**src/design/bcc_pkg.sv**
```systemverilog
// register offsets, field positions and reset values for the bridge capability registers
// assumes a dword-addressed configuration port with byte enables
package bcc_pkg;

    // dword byte offsets
    localparam logic [7:0] BCC_OFS_PM_CSR   = 8'h94;
    localparam logic [7:0] BCC_OFS_SLOT_ID  = 8'ha0;
    localparam logic [7:0] BCC_OFS_CLK_CTRL = 8'ha4;
    localparam logic [7:0] BCC_OFS_SUBSYS   = 8'ha8;
    localparam logic [7:0] BCC_OFS_SUBSYS_ID= 8'hac;
    localparam logic [7:0] BCC_OFS_EXP_CAP  = 8'hb0;
    localparam logic [7:0] BCC_OFS_DEV_CAP  = 8'hb4;
    localparam logic [7:0] BCC_OFS_DEV_CTRL = 8'hb8;

    // capability ids and chain pointers
    localparam logic [7:0] BCC_SLOT_ID_CAP  = 8'h04;
    localparam logic [7:0] BCC_SUBSYS_CAP   = 8'h0d;
    localparam logic [7:0] BCC_EXP_CAP      = 8'h10;
    localparam logic [7:0] BCC_PTR_EXP      = 8'hb0;
    localparam logic [7:0] BCC_PTR_SLOT_ID  = 8'ha0;
    localparam logic [7:0] BCC_PTR_MSI      = 8'hf0;

    // identity codes: arbitrary neutral values
    localparam logic [15:0] BCC_CARD_MAKER  = 16'h0000;
    localparam logic [15:0] BCC_CARD_MODEL  = 16'h0000;

    // field positions
    localparam int BCC_PM_WAKE_EN_BIT   = 8;
    localparam int BCC_PM_WAKE_STS_BIT  = 15;
    localparam int BCC_CLK_STOPPED_BIT  = 13;
    localparam int BCC_CLKRUN_EN_BIT    = 14;
    localparam int BCC_CLKRUN_MODE_BIT  = 15;
    localparam int BCC_L0S_IDLE_BIT     = 16;
    localparam int BCC_EXT_TAG_BIT      = 8;

    // fixed capability codes and reset values
    localparam logic [3:0] BCC_CAP_VERSION   = 4'h1;
    localparam logic [3:0] BCC_PORT_FORWARD  = 4'h7;
    localparam logic [3:0] BCC_PORT_REVERSE  = 4'h8;
    localparam logic [2:0] BCC_MPS_SUPPORTED = 3'h2;
    localparam logic [2:0] BCC_MPS_RESET     = 3'h0;
    localparam logic [2:0] BCC_MRRS_RESET    = 3'h2;
    localparam logic [2:0] BCC_DEVCAP_RSVD   = 3'h1;
    localparam logic [1:0] BCC_PSTATE_D0     = 2'h0;
    localparam logic [1:0] BCC_PSTATE_D3     = 2'h3;
    localparam logic [1:0] BCC_CLK_STOP_CODE = 2'h3;
    localparam int         BCC_NUM_SLOT_CLKS = 4;
    localparam logic [2:0] BCC_STRAP_SAMPLE  = 3'h4;

endpackage : bcc_pkg

```
**src/design/bcc_sync.sv**
```systemverilog
// three-stage synchroniser with agreement filter for one asynchronous level
// assumes one core clock; the first stage feeds only the second
module bcc_sync
    import bcc_pkg::*;
(
    input  wire logic i_core_clk,
    input  wire logic i_nrst,
    input  wire logic i_async,
    output logic      o_level
);

    typedef struct packed {
        logic s1;
        logic s2;
        logic s3;
        logic lvl;
    } bcc_sync_state_type;

    bcc_sync_state_type st_r;
    bcc_sync_state_type st_nxt;

    // a change counts only when the second and third stages agree
    always_comb
    begin
        st_nxt     = st_r;
        st_nxt.s1  = i_async;
        st_nxt.s2  = st_r.s1;
        st_nxt.s3  = st_r.s2;
        if (st_r.s2 == st_r.s3)
        begin
            st_nxt.lvl = st_r.s3;
        end
    end

    always_ff @(posedge i_core_clk or negedge i_nrst)
    begin
        if (!i_nrst)
        begin
            st_r <= '0;
        end
        else
        begin
            st_r <= st_nxt;
        end
    end

    assign o_level = st_r.lvl;

endmodule : bcc_sync

```
**src/design/bcc_regs.sv**
```systemverilog
// capability register bank: power management upper bits to device status
// assumes single-cycle configuration access from the upstream port, events on core clock
module bcc_regs
    import bcc_pkg::*;
(
    input  wire logic        i_core_clk,
    input  wire logic        i_nrst,
    input  wire logic        i_sticky_nrst,
    input  wire logic        i_cfg_wr,
    input  wire logic        i_cfg_rd,
    input  wire logic [7:0]  i_cfg_addr,
    input  wire logic [3:0]  i_cfg_be,
    input  wire logic [31:0] i_cfg_wdata,
    output logic [31:0]      o_cfg_rdata,
    output logic             o_cfg_rvalid,
    input  wire logic        i_reverse_mode,
    input  wire logic        i_hotplug_strap,
    input  wire logic        i_slot_id_enable,
    input  wire logic        i_wake_event,
    input  wire logic        i_slot_ref_clk,
    input  wire logic        i_sec_bus_idle,
    input  wire logic        i_primary_req_pending,
    input  wire logic        i_power_limit_msg,
    input  wire logic [7:0]  i_power_limit_value,
    input  wire logic [1:0]  i_power_limit_scale,
    input  wire logic [3:0]  i_err_event,
    output logic             o_wake_request_out,
    output logic             o_slot0_bus_clock_out,
    output logic             o_slot1_bus_clock_out,
    output logic             o_slot2_bus_clock_out,
    output logic             o_slot3_bus_clock_out,
    output logic             o_slot_bus_clock_out,
    output logic             o_clkrun_enable,
    output logic             o_l0s_need_rx_idle,
    output logic [3:0]       o_err_report_enable,
    output logic [2:0]       o_max_payload,
    output logic [2:0]       o_max_read_request,
    output logic             o_ext_tag_enable,
    output logic             o_no_snoop_attr,
    output logic             o_cfg_retry_enable
);

    // sticky bits live on the power-on reset so a hot reset leaves them alone
    typedef struct packed {
        logic       wake_en;
        logic       wake_sts;
    } bcc_sticky_type;

    typedef struct packed {
        logic [1:0]  pstate;
        logic [4:0]  slot_num;
        logic        first_chassis;
        logic [7:0]  chassis;
        logic [7:0]  clk_en;
        logic        clk_stopped;
        logic        clkrun_en;
        logic        clkrun_mode;
        logic        l0s_idle;
        logic [1:0]  scramble;
        logic [7:0]  pwr_value;
        logic [1:0]  pwr_scale;
        logic [3:0]  err_rep_en;
        logic [2:0]  mps;
        logic        ext_tag;
        logic [2:0]  mrrs;
        logic        cfg_retry;
        logic [3:0]  err_sts;
        logic [31:0] rdata;
        logic        rvalid;
        logic        hp_present;
        logic        slot_id_on;
        logic [2:0]  strap_cnt;
    } bcc_state_type;

    bcc_state_type  st_r;
    bcc_state_type  st_nxt;
    bcc_sticky_type sk_r;
    bcc_sticky_type sk_nxt;

    logic hotplug_lvl;
    logic slot_id_lvl;

    // the hot-plug and slot id straps come from pins, so they pass the synchroniser; reverse mode is used directly
    bcc_sync u_sync_hotplug (
        .i_core_clk (i_core_clk),
        .i_nrst     (i_nrst),
        .i_async    (i_hotplug_strap),
        .o_level    (hotplug_lvl)
    );

    bcc_sync u_sync_slot_id (
        .i_core_clk (i_core_clk),
        .i_nrst     (i_nrst),
        .i_async    (i_slot_id_enable),
        .o_level    (slot_id_lvl)
    );

    // merge byte-enabled write data into an old dword
    function automatic logic [31:0] bcc_merge(input logic [31:0] old_v, input logic [31:0] new_v,
                                               input logic [3:0] be);
        logic [31:0] res;
        res = old_v;
        for (int b = 0; b < 4; b++)
        begin
            if (be[b])
            begin
                res[b*8 +: 8] = new_v[b*8 +: 8];
            end
        end
        return res;
    endfunction : bcc_merge

    logic        stop_allowed;
    logic [31:0] rd_word;
    logic [31:0] wr_word;
    logic [31:0] clr_mask;

    // stop only in d3hot, or when idle with nothing pending in idle mode
    assign stop_allowed = st_r.clkrun_mode ? (i_sec_bus_idle && !i_primary_req_pending)
                                           : (st_r.pstate == BCC_PSTATE_D3);

    // read multiplexer: fixed headers plus live state
    always_comb
    begin
        rd_word = 32'h0000_0000;
        unique case (i_cfg_addr)
            BCC_OFS_PM_CSR:
            begin
                rd_word[1:0]                = st_r.pstate;
                rd_word[BCC_PM_WAKE_EN_BIT] = sk_r.wake_en;
                rd_word[BCC_PM_WAKE_STS_BIT]= sk_r.wake_sts;
                rd_word[23:22]              = 2'h0;
            end
            BCC_OFS_SLOT_ID:
            begin
                if (st_r.slot_id_on)
                begin
                    rd_word[7:0]   = BCC_SLOT_ID_CAP;
                    rd_word[15:8]  = BCC_PTR_EXP;
                    rd_word[20:16] = st_r.slot_num;
                    rd_word[21]    = st_r.first_chassis;
                    rd_word[31:24] = st_r.chassis;
                end
            end
            BCC_OFS_CLK_CTRL:
            begin
                rd_word[7:0]                 = st_r.clk_en;
                rd_word[BCC_CLK_STOPPED_BIT] = st_r.clk_stopped;
                rd_word[BCC_CLKRUN_EN_BIT]   = st_r.clkrun_en;
                rd_word[BCC_CLKRUN_MODE_BIT] = st_r.clkrun_mode;
                rd_word[BCC_L0S_IDLE_BIT]    = st_r.l0s_idle;
                rd_word[18:17]               = st_r.scramble;
            end
            BCC_OFS_SUBSYS:
            begin
                rd_word[7:0]  = BCC_SUBSYS_CAP;
                rd_word[15:8] = st_r.slot_id_on ? BCC_PTR_SLOT_ID : BCC_PTR_EXP;
            end
            BCC_OFS_SUBSYS_ID:
            begin
                rd_word = {BCC_CARD_MODEL, BCC_CARD_MAKER};
            end
            BCC_OFS_EXP_CAP:
            begin
                rd_word[7:0]   = BCC_EXP_CAP;
                rd_word[15:8]  = BCC_PTR_MSI;
                rd_word[19:16] = BCC_CAP_VERSION;
                rd_word[23:20] = i_reverse_mode ? BCC_PORT_REVERSE : BCC_PORT_FORWARD;
                rd_word[24]    = i_reverse_mode;
            end
            BCC_OFS_DEV_CAP:
            begin
                rd_word[2:0]   = BCC_MPS_SUPPORTED;
                rd_word[5]     = 1'b1;
                rd_word[12]    = st_r.hp_present;
                rd_word[13]    = st_r.hp_present;
                rd_word[14]    = st_r.hp_present;
                rd_word[17:15] = BCC_DEVCAP_RSVD;
                rd_word[25:18] = st_r.pwr_value;
                rd_word[27:26] = st_r.pwr_scale;
            end
            BCC_OFS_DEV_CTRL:
            begin
                rd_word[3:0]            = st_r.err_rep_en;
                rd_word[7:5]            = st_r.mps;
                rd_word[BCC_EXT_TAG_BIT]= st_r.ext_tag;
                rd_word[14:12]          = st_r.mrrs;
                rd_word[15]             = st_r.cfg_retry;
                rd_word[19:16]          = st_r.err_sts;
                rd_word[20]             = 1'b1; // aux power detected
            end
            default:
            begin
                rd_word = 32'h0000_0000;
            end
        endcase
    end

    // lane-merged write word; clear mask only on enabled lanes
    assign wr_word  = bcc_merge(rd_word, i_cfg_wdata, i_cfg_be);
    assign clr_mask = bcc_merge(32'h0000_0000, i_cfg_wdata, i_cfg_be);

    // next state for the core register set
    always_comb
    begin
        st_nxt        = st_r;
        st_nxt.rvalid = i_cfg_rd;
        if (i_cfg_rd)
        begin
            st_nxt.rdata = rd_word;
        end
        // straps are caught once, only after the synchronisers have filled
        st_nxt.strap_cnt = (st_r.strap_cnt > BCC_STRAP_SAMPLE) ? st_r.strap_cnt : 3'(st_r.strap_cnt + 3'h1);
        if (st_r.strap_cnt == BCC_STRAP_SAMPLE)
        begin
            st_nxt.hp_present = hotplug_lvl && !i_reverse_mode;
            st_nxt.slot_id_on = slot_id_lvl;
        end
        st_nxt.clk_stopped = st_r.clkrun_en && stop_allowed;
        if (i_power_limit_msg)
        begin
            st_nxt.pwr_value = i_power_limit_value;
            st_nxt.pwr_scale = i_power_limit_scale;
        end
        if (i_cfg_wr)
        begin
            unique case (i_cfg_addr)
                BCC_OFS_PM_CSR:
                begin
                    // unimplemented d1/d2 codes leave the state untouched
                    if (i_cfg_be[0] && (wr_word[1:0] == BCC_PSTATE_D0 || wr_word[1:0] == BCC_PSTATE_D3))
                    begin
                        st_nxt.pstate = wr_word[1:0];
                    end
                end
                BCC_OFS_SLOT_ID:
                begin
                    if (st_r.slot_id_on)
                    begin
                        st_nxt.slot_num      = wr_word[20:16];
                        st_nxt.first_chassis = wr_word[21];
                        st_nxt.chassis       = wr_word[31:24];
                    end
                end
                BCC_OFS_CLK_CTRL:
                begin
                    st_nxt.clk_en      = wr_word[7:0];
                    st_nxt.clkrun_en   = wr_word[BCC_CLKRUN_EN_BIT];
                    st_nxt.clkrun_mode = wr_word[BCC_CLKRUN_MODE_BIT];
                    st_nxt.l0s_idle    = wr_word[BCC_L0S_IDLE_BIT];
                    st_nxt.scramble    = wr_word[18:17];
                end
                BCC_OFS_DEV_CTRL:
                begin
                    st_nxt.err_rep_en = wr_word[3:0];
                    st_nxt.mps        = wr_word[7:5];
                    st_nxt.ext_tag    = wr_word[BCC_EXT_TAG_BIT];
                    st_nxt.mrrs       = wr_word[14:12];
                    st_nxt.cfg_retry  = wr_word[15];
                    st_nxt.err_sts    = st_r.err_sts & ~clr_mask[19:16];
                end
                default:
                begin
                end
            endcase
        end
        // a new error wins over a clear in the same cycle
        st_nxt.err_sts = st_nxt.err_sts | i_err_event;
    end

    // sticky next state; a wake event wins over a clear
    always_comb
    begin
        sk_nxt = sk_r;
        if (i_cfg_wr && i_cfg_addr == BCC_OFS_PM_CSR && i_cfg_be[1])
        begin
            sk_nxt.wake_en  = i_cfg_wdata[BCC_PM_WAKE_EN_BIT];
            sk_nxt.wake_sts = sk_r.wake_sts && !i_cfg_wdata[BCC_PM_WAKE_STS_BIT];
        end
        sk_nxt.wake_sts = sk_nxt.wake_sts || i_wake_event;
    end

    always_ff @(posedge i_core_clk or negedge i_nrst)
    begin
        if (!i_nrst)
        begin
            st_r          <= '0;
            st_r.l0s_idle <= 1'b1;
            st_r.mps      <= BCC_MPS_RESET;
            st_r.mrrs     <= BCC_MRRS_RESET;
        end
        else
        begin
            st_r <= st_nxt;
        end
    end

    always_ff @(posedge i_core_clk or negedge i_sticky_nrst)
    begin
        if (!i_sticky_nrst)
        begin
            sk_r <= '0;
        end
        else
        begin
            sk_r <= sk_nxt;
        end
    end

    // slot clock gating: code 11 holds low, forward mode only
    logic [BCC_NUM_SLOT_CLKS-1:0] slot_clk;
    for (genvar g = 0; g < BCC_NUM_SLOT_CLKS; g++)
    begin : g_slot_clk
        assign slot_clk[g] = i_slot_ref_clk && !st_r.clk_stopped &&
                             (i_reverse_mode || st_r.clk_en[g*2 +: 2] != BCC_CLK_STOP_CODE);
    end

    assign {o_slot3_bus_clock_out, o_slot2_bus_clock_out, o_slot1_bus_clock_out, o_slot0_bus_clock_out} = slot_clk;
    assign o_slot_bus_clock_out  = i_slot_ref_clk && !st_r.clk_stopped;

    assign o_wake_request_out  = sk_r.wake_en && sk_r.wake_sts;
    assign o_cfg_rdata         = st_r.rdata;
    assign o_cfg_rvalid        = st_r.rvalid;
    assign o_clkrun_enable     = st_r.clkrun_en;
    assign o_l0s_need_rx_idle  = st_r.l0s_idle;
    assign o_err_report_enable = st_r.err_rep_en;
    assign o_max_payload       = st_r.mps;
    assign o_max_read_request  = st_r.mrrs;
    assign o_ext_tag_enable    = st_r.ext_tag;
    assign o_no_snoop_attr     = 1'b0;
    assign o_cfg_retry_enable  = st_r.cfg_retry;

endmodule : bcc_regs

```
**config.mk**
```make
export PLATFORM = sky130hd
export DESIGN_NAME = bcc_regs
export DESIGN_NICKNAME = d
export VERILOG_FILES = /design/src/design/bcc_pkg.sv /design/src/design/bcc_sync.sv /design/src/design/bcc_regs.sv
export SDC_FILE = /design/constraint.sdc
export NUM_CORES = 1
export LEC_CHECK = 0
export ABC_AREA = 1
export BUFFER_PORTS_ARGS = -buffer_cell sky130_fd_sc_hd__buf_4
export CORE_MARGIN = 4
export CORE_UTILIZATION = 40
export CTS_CLUSTER_DIAMETER = 200
export DETAILED_ROUTE_END_ITERATION = 8
export PLACE_DENSITY = 0.61
export SLEW_MARGIN = 10
export SYNTH_ARGS = -nofsm -noshare
export SYNTH_HDL_FRONTEND = slang
export SYNTH_SLANG_ARGS = --single-unit
```
**constraint.sdc**
```tcl
create_clock -name i_core_clk -period 2.2 [get_ports i_core_clk]
set_input_delay 0.22 -clock i_core_clk [delete_from_list [all_inputs] [get_ports i_core_clk]]
set_output_delay 0.22 -clock i_core_clk [all_outputs]
set_load 0.01 [all_outputs]
```
==> flow_summary.toml <==
[outcome]
outcome = "finished clean"

[drt]
drtIter0Drc = 273
antenna_left = 0
wirelength_um = 13420
drt_drc_violations_left = 0
vias = 4152
avgViaCountPerCell = 4.845
dr.pass1.iters = 5
routedWlPerCell_um = 15.65

[critical_path]
r2r_start = "st_r[3]"
critPathArrivalTime_ps = 1760
crit_type = "register to register"
r2r_end = "o_err_report_enable[2]"
required_ps = 2420
critPathLaunchType = "register"
reg2reg_slack_ps = 670
r2r_cells = 6
critPathCaptureType = "register"
cp_max_fo = 8

[synthesis]
syn-cell-area_mm2 = 0.005140
syn_area_per_cell_um2 = 8.538
synth_edf_count = 0
synth_top_cell_area_share = 0.4820
yosys.area.top_type = "dfrtp_1"
yosys-top-cells-area = "dfrtp_1, nand2_1, buf_4, inv_1, o21ai_0"
async_flop_share = 1.000
synthCells = 602
seq_area_frac_synth = 0.4922
ys_types = 46
synth_ff_type = "dfrtp_1"
yosysWarnings = 0
synth-seq-cells = 101

[sta]
hold_viol_final = 0
fin_hold_ws_ps = 56.91
period_share = 0.6977
fin_skew_ps = 7.850
finalWorstPathRequiredPeriod_ps = 1535
rsz0062_at_grt = "no"
fmax_ghz = 0.6515
setup_viol_count_final = 0
setup-tns-final_ps = 0
fin_ws_ps = 665.0
slew_violations = 0

[grt]
grt_pass1_wl_um = 21560
grt_pass1_vias = 4041
grt_use_total = 0.1894
antenna_found_initial = 0
grt_max_degree = 61
grt_overflow = 0

[pwr]
ir_drop_mv = 0.4890
p_seq_frac = 0.480
internal-power_w = 0.003102
pwr-share-clk = 0.422
netSwitchingPower_w = 0.0009850
power_w = 0.004087
power_density_mw_per_mm2 = 657.2
p_sw_frac = 0.2410
power_frac_comb = 0.098
p_leak_nw = 3.341

[clock_network]
cts.clk_slew.worst_paths_ps = 70
cts_tree = "built"
clock_latency_ps = 340
cts_resized = 0
cts_made_buffers = 9
clockBufferDepth = 2
cts_root_buffer = "clkbuf_16"
cts.sinks = 101
h-tree-depth = 3

[worst_hold_path]
hp-class = "input port to register"
hold_end = "st_r[41]"
holdPathStages = 2
hold_path.startpoint = "i_err_event[3]"

[placement]
gp_congestion = 0.8571
pre_cts_ws_ps = 501.8
hpwlAfterDp_um = 10140
port_buffers = 115

[final_layout]
antenna_cells = 0
post-route-util = 0.4928
drive_gt1_frac = 0.2657
nets = 753
syn_to_final_growth_pct = 20.98

[job]
cap_viol_max_count = 0

[die]
core_mm2 = 0.01262
core.rowCount = 41
die_h_um = 121.4
die-area_mm2 = 0.01473
ios = 125
initial_core_util = 0.4073
die_width_um = 121.4
-- placed cells by master (no fill, tap or decap), types with 3 or more instances in the layout --
cell type      instances
nor2_8                 5
nor3_1                 3
nor2_1                25
o21a_1                 3
o21ai_1               27
or2_2                  3
nand3_1               17
a31oi_1                8
a22oi_1                5
nand2_4                8
nand2_1              178
dlygate4sd3_1          4
o211ai_1               3
inv_1                 53
clkbuf_16              9
o21ai_0               30
mux2_2                 3
clkinv_2               3
conb_1                 4
nand2_2                6
buf_4                118
o22ai_1               10
a21oi_1               16
inv_2                 10
dfrtp_1               99
-- Yosys cell counts (2+ instances only) --
cell type    n
o21a_1       3
o21ai_0     30
inv_4        2
dfstp_2      2
clkbuf_1     8
a31oi_1      8
nor2_1      25
o21ai_1     27
nand2_1    178
nor2_8       5
dfrtp_1     99
inv_1       53
a21oi_1     16
mux2_2       3
buf_2        2
nor3_1       3
nand3_1     17
a2bb2oi_1    2
o22ai_1     10
or2_2        3
nand2_2      6
maj3_1       2
o21bai_1     2
mux2i_1      2
nor2_2       2
ha_1         2
a22oi_1      5
buf_6        4
nand2_4      8
buf_4       43
buf_1        2
a22o_1       2
nor2_4       2
inv_2       10
o211ai_1     3
-- final cells by class --
cell class,instances,area (µm²)
fillers,1268,6401
inverters,66,254.0
well taps,172,215.2
clock buffers,9,225.2
repair buffers,123,945.9
multi-input cells,379,1952
clock inverters,7,96.34
flip-flops and latches,101,2530
-- what timing repair did --
action	4_1_cts	5_1_grt
endpoints found under the hold margin	37	0
hold buffers	4	0
endpoints found under the setup margin	0	0
buffers inserted	0	0
-- layer usage --
metal	routed length, µm	track usage
met1	6192	0.2745
met3	782	0.03869
met4	191	0.06443
met5	0	0
met2	6248	0.2826
-- worst max path at each step --
stage,end,startpoint
2_1_floorplan,st_r[78],i_cfg_addr[0]
3_3_place_gp,st_r[85],i_cfg_addr[0]
3_5_place_dp,st_r[85],i_cfg_addr[0]
4_1_cts,o_err_report_enable[2],st_r[3]
5_1_grt,o_err_report_enable[2],st_r[3]
6_report,o_err_report_enable[2],st_r[3]
-- cells by family (layout without fill, tap and decap cells) --
family	after synthesis	count (layout)	synth area share
AOI/OAI and AO/OA	113	113	0.1276
buffers and inverters	125	205	0.1302
xor gates and xnor gates	1	1	0.001704
DFF	101	101	0.4922
muxes	5	5	0.01047
and+or+nand+nor	252	252	0.2283
adders and majority gates	4	4	0.008763
other	1	4	0.0007296
-- registers in the layout, indices dropped and copies added (netlist names), 2 cells and up --
| name | count |
|---|---|
| sk_r | 2 |
| o_max_read_request | 3 |
| o_cfg_rdata | 29 |
| u_sync_slot_id.st_nxt | 2 |
| st_r | 47 |
| o_err_report_enable | 4 |
| u_sync_hotplug.st_nxt | 2 |
| o_max_payload | 3 |
-- critical path, stage by stage (launching register included) --
cell	delay [ps]
dfrtp_1	460
inv_1	190
nor2_8	90
nor3_1	380
nand2_1	90
o21ai_1	120
o21ai_1	70
-- power by group through the flow --
| stage | registers, W | clock network, W | logic (W) |
|---|---|---|---|
| after floorplan | 0.00199 | 0 | 0.000197 |
| after global placement | 0.00199 | 0 | 0.000392 |
| after detailed placement | 0.00200 | 0 | 0.000399 |
| after CTS | 0.00196 | 0.00177 | 0.000406 |
| after global routing | 0.00197 | 0.00186 | 0.000442 |
| final | 0.00196 | 0.00173 | 0.000400 |
-- metrics by stage --
stage          cell area [µm²]  cells
2_1_floorplan             5151    605
3_5_place_dp              5857    837
6_report                  6218    857
4_1_cts                   6218    857
3_3_place_gp              5857    837
5_1_grt                   6218    857
(Power assumes the default switching activity.)
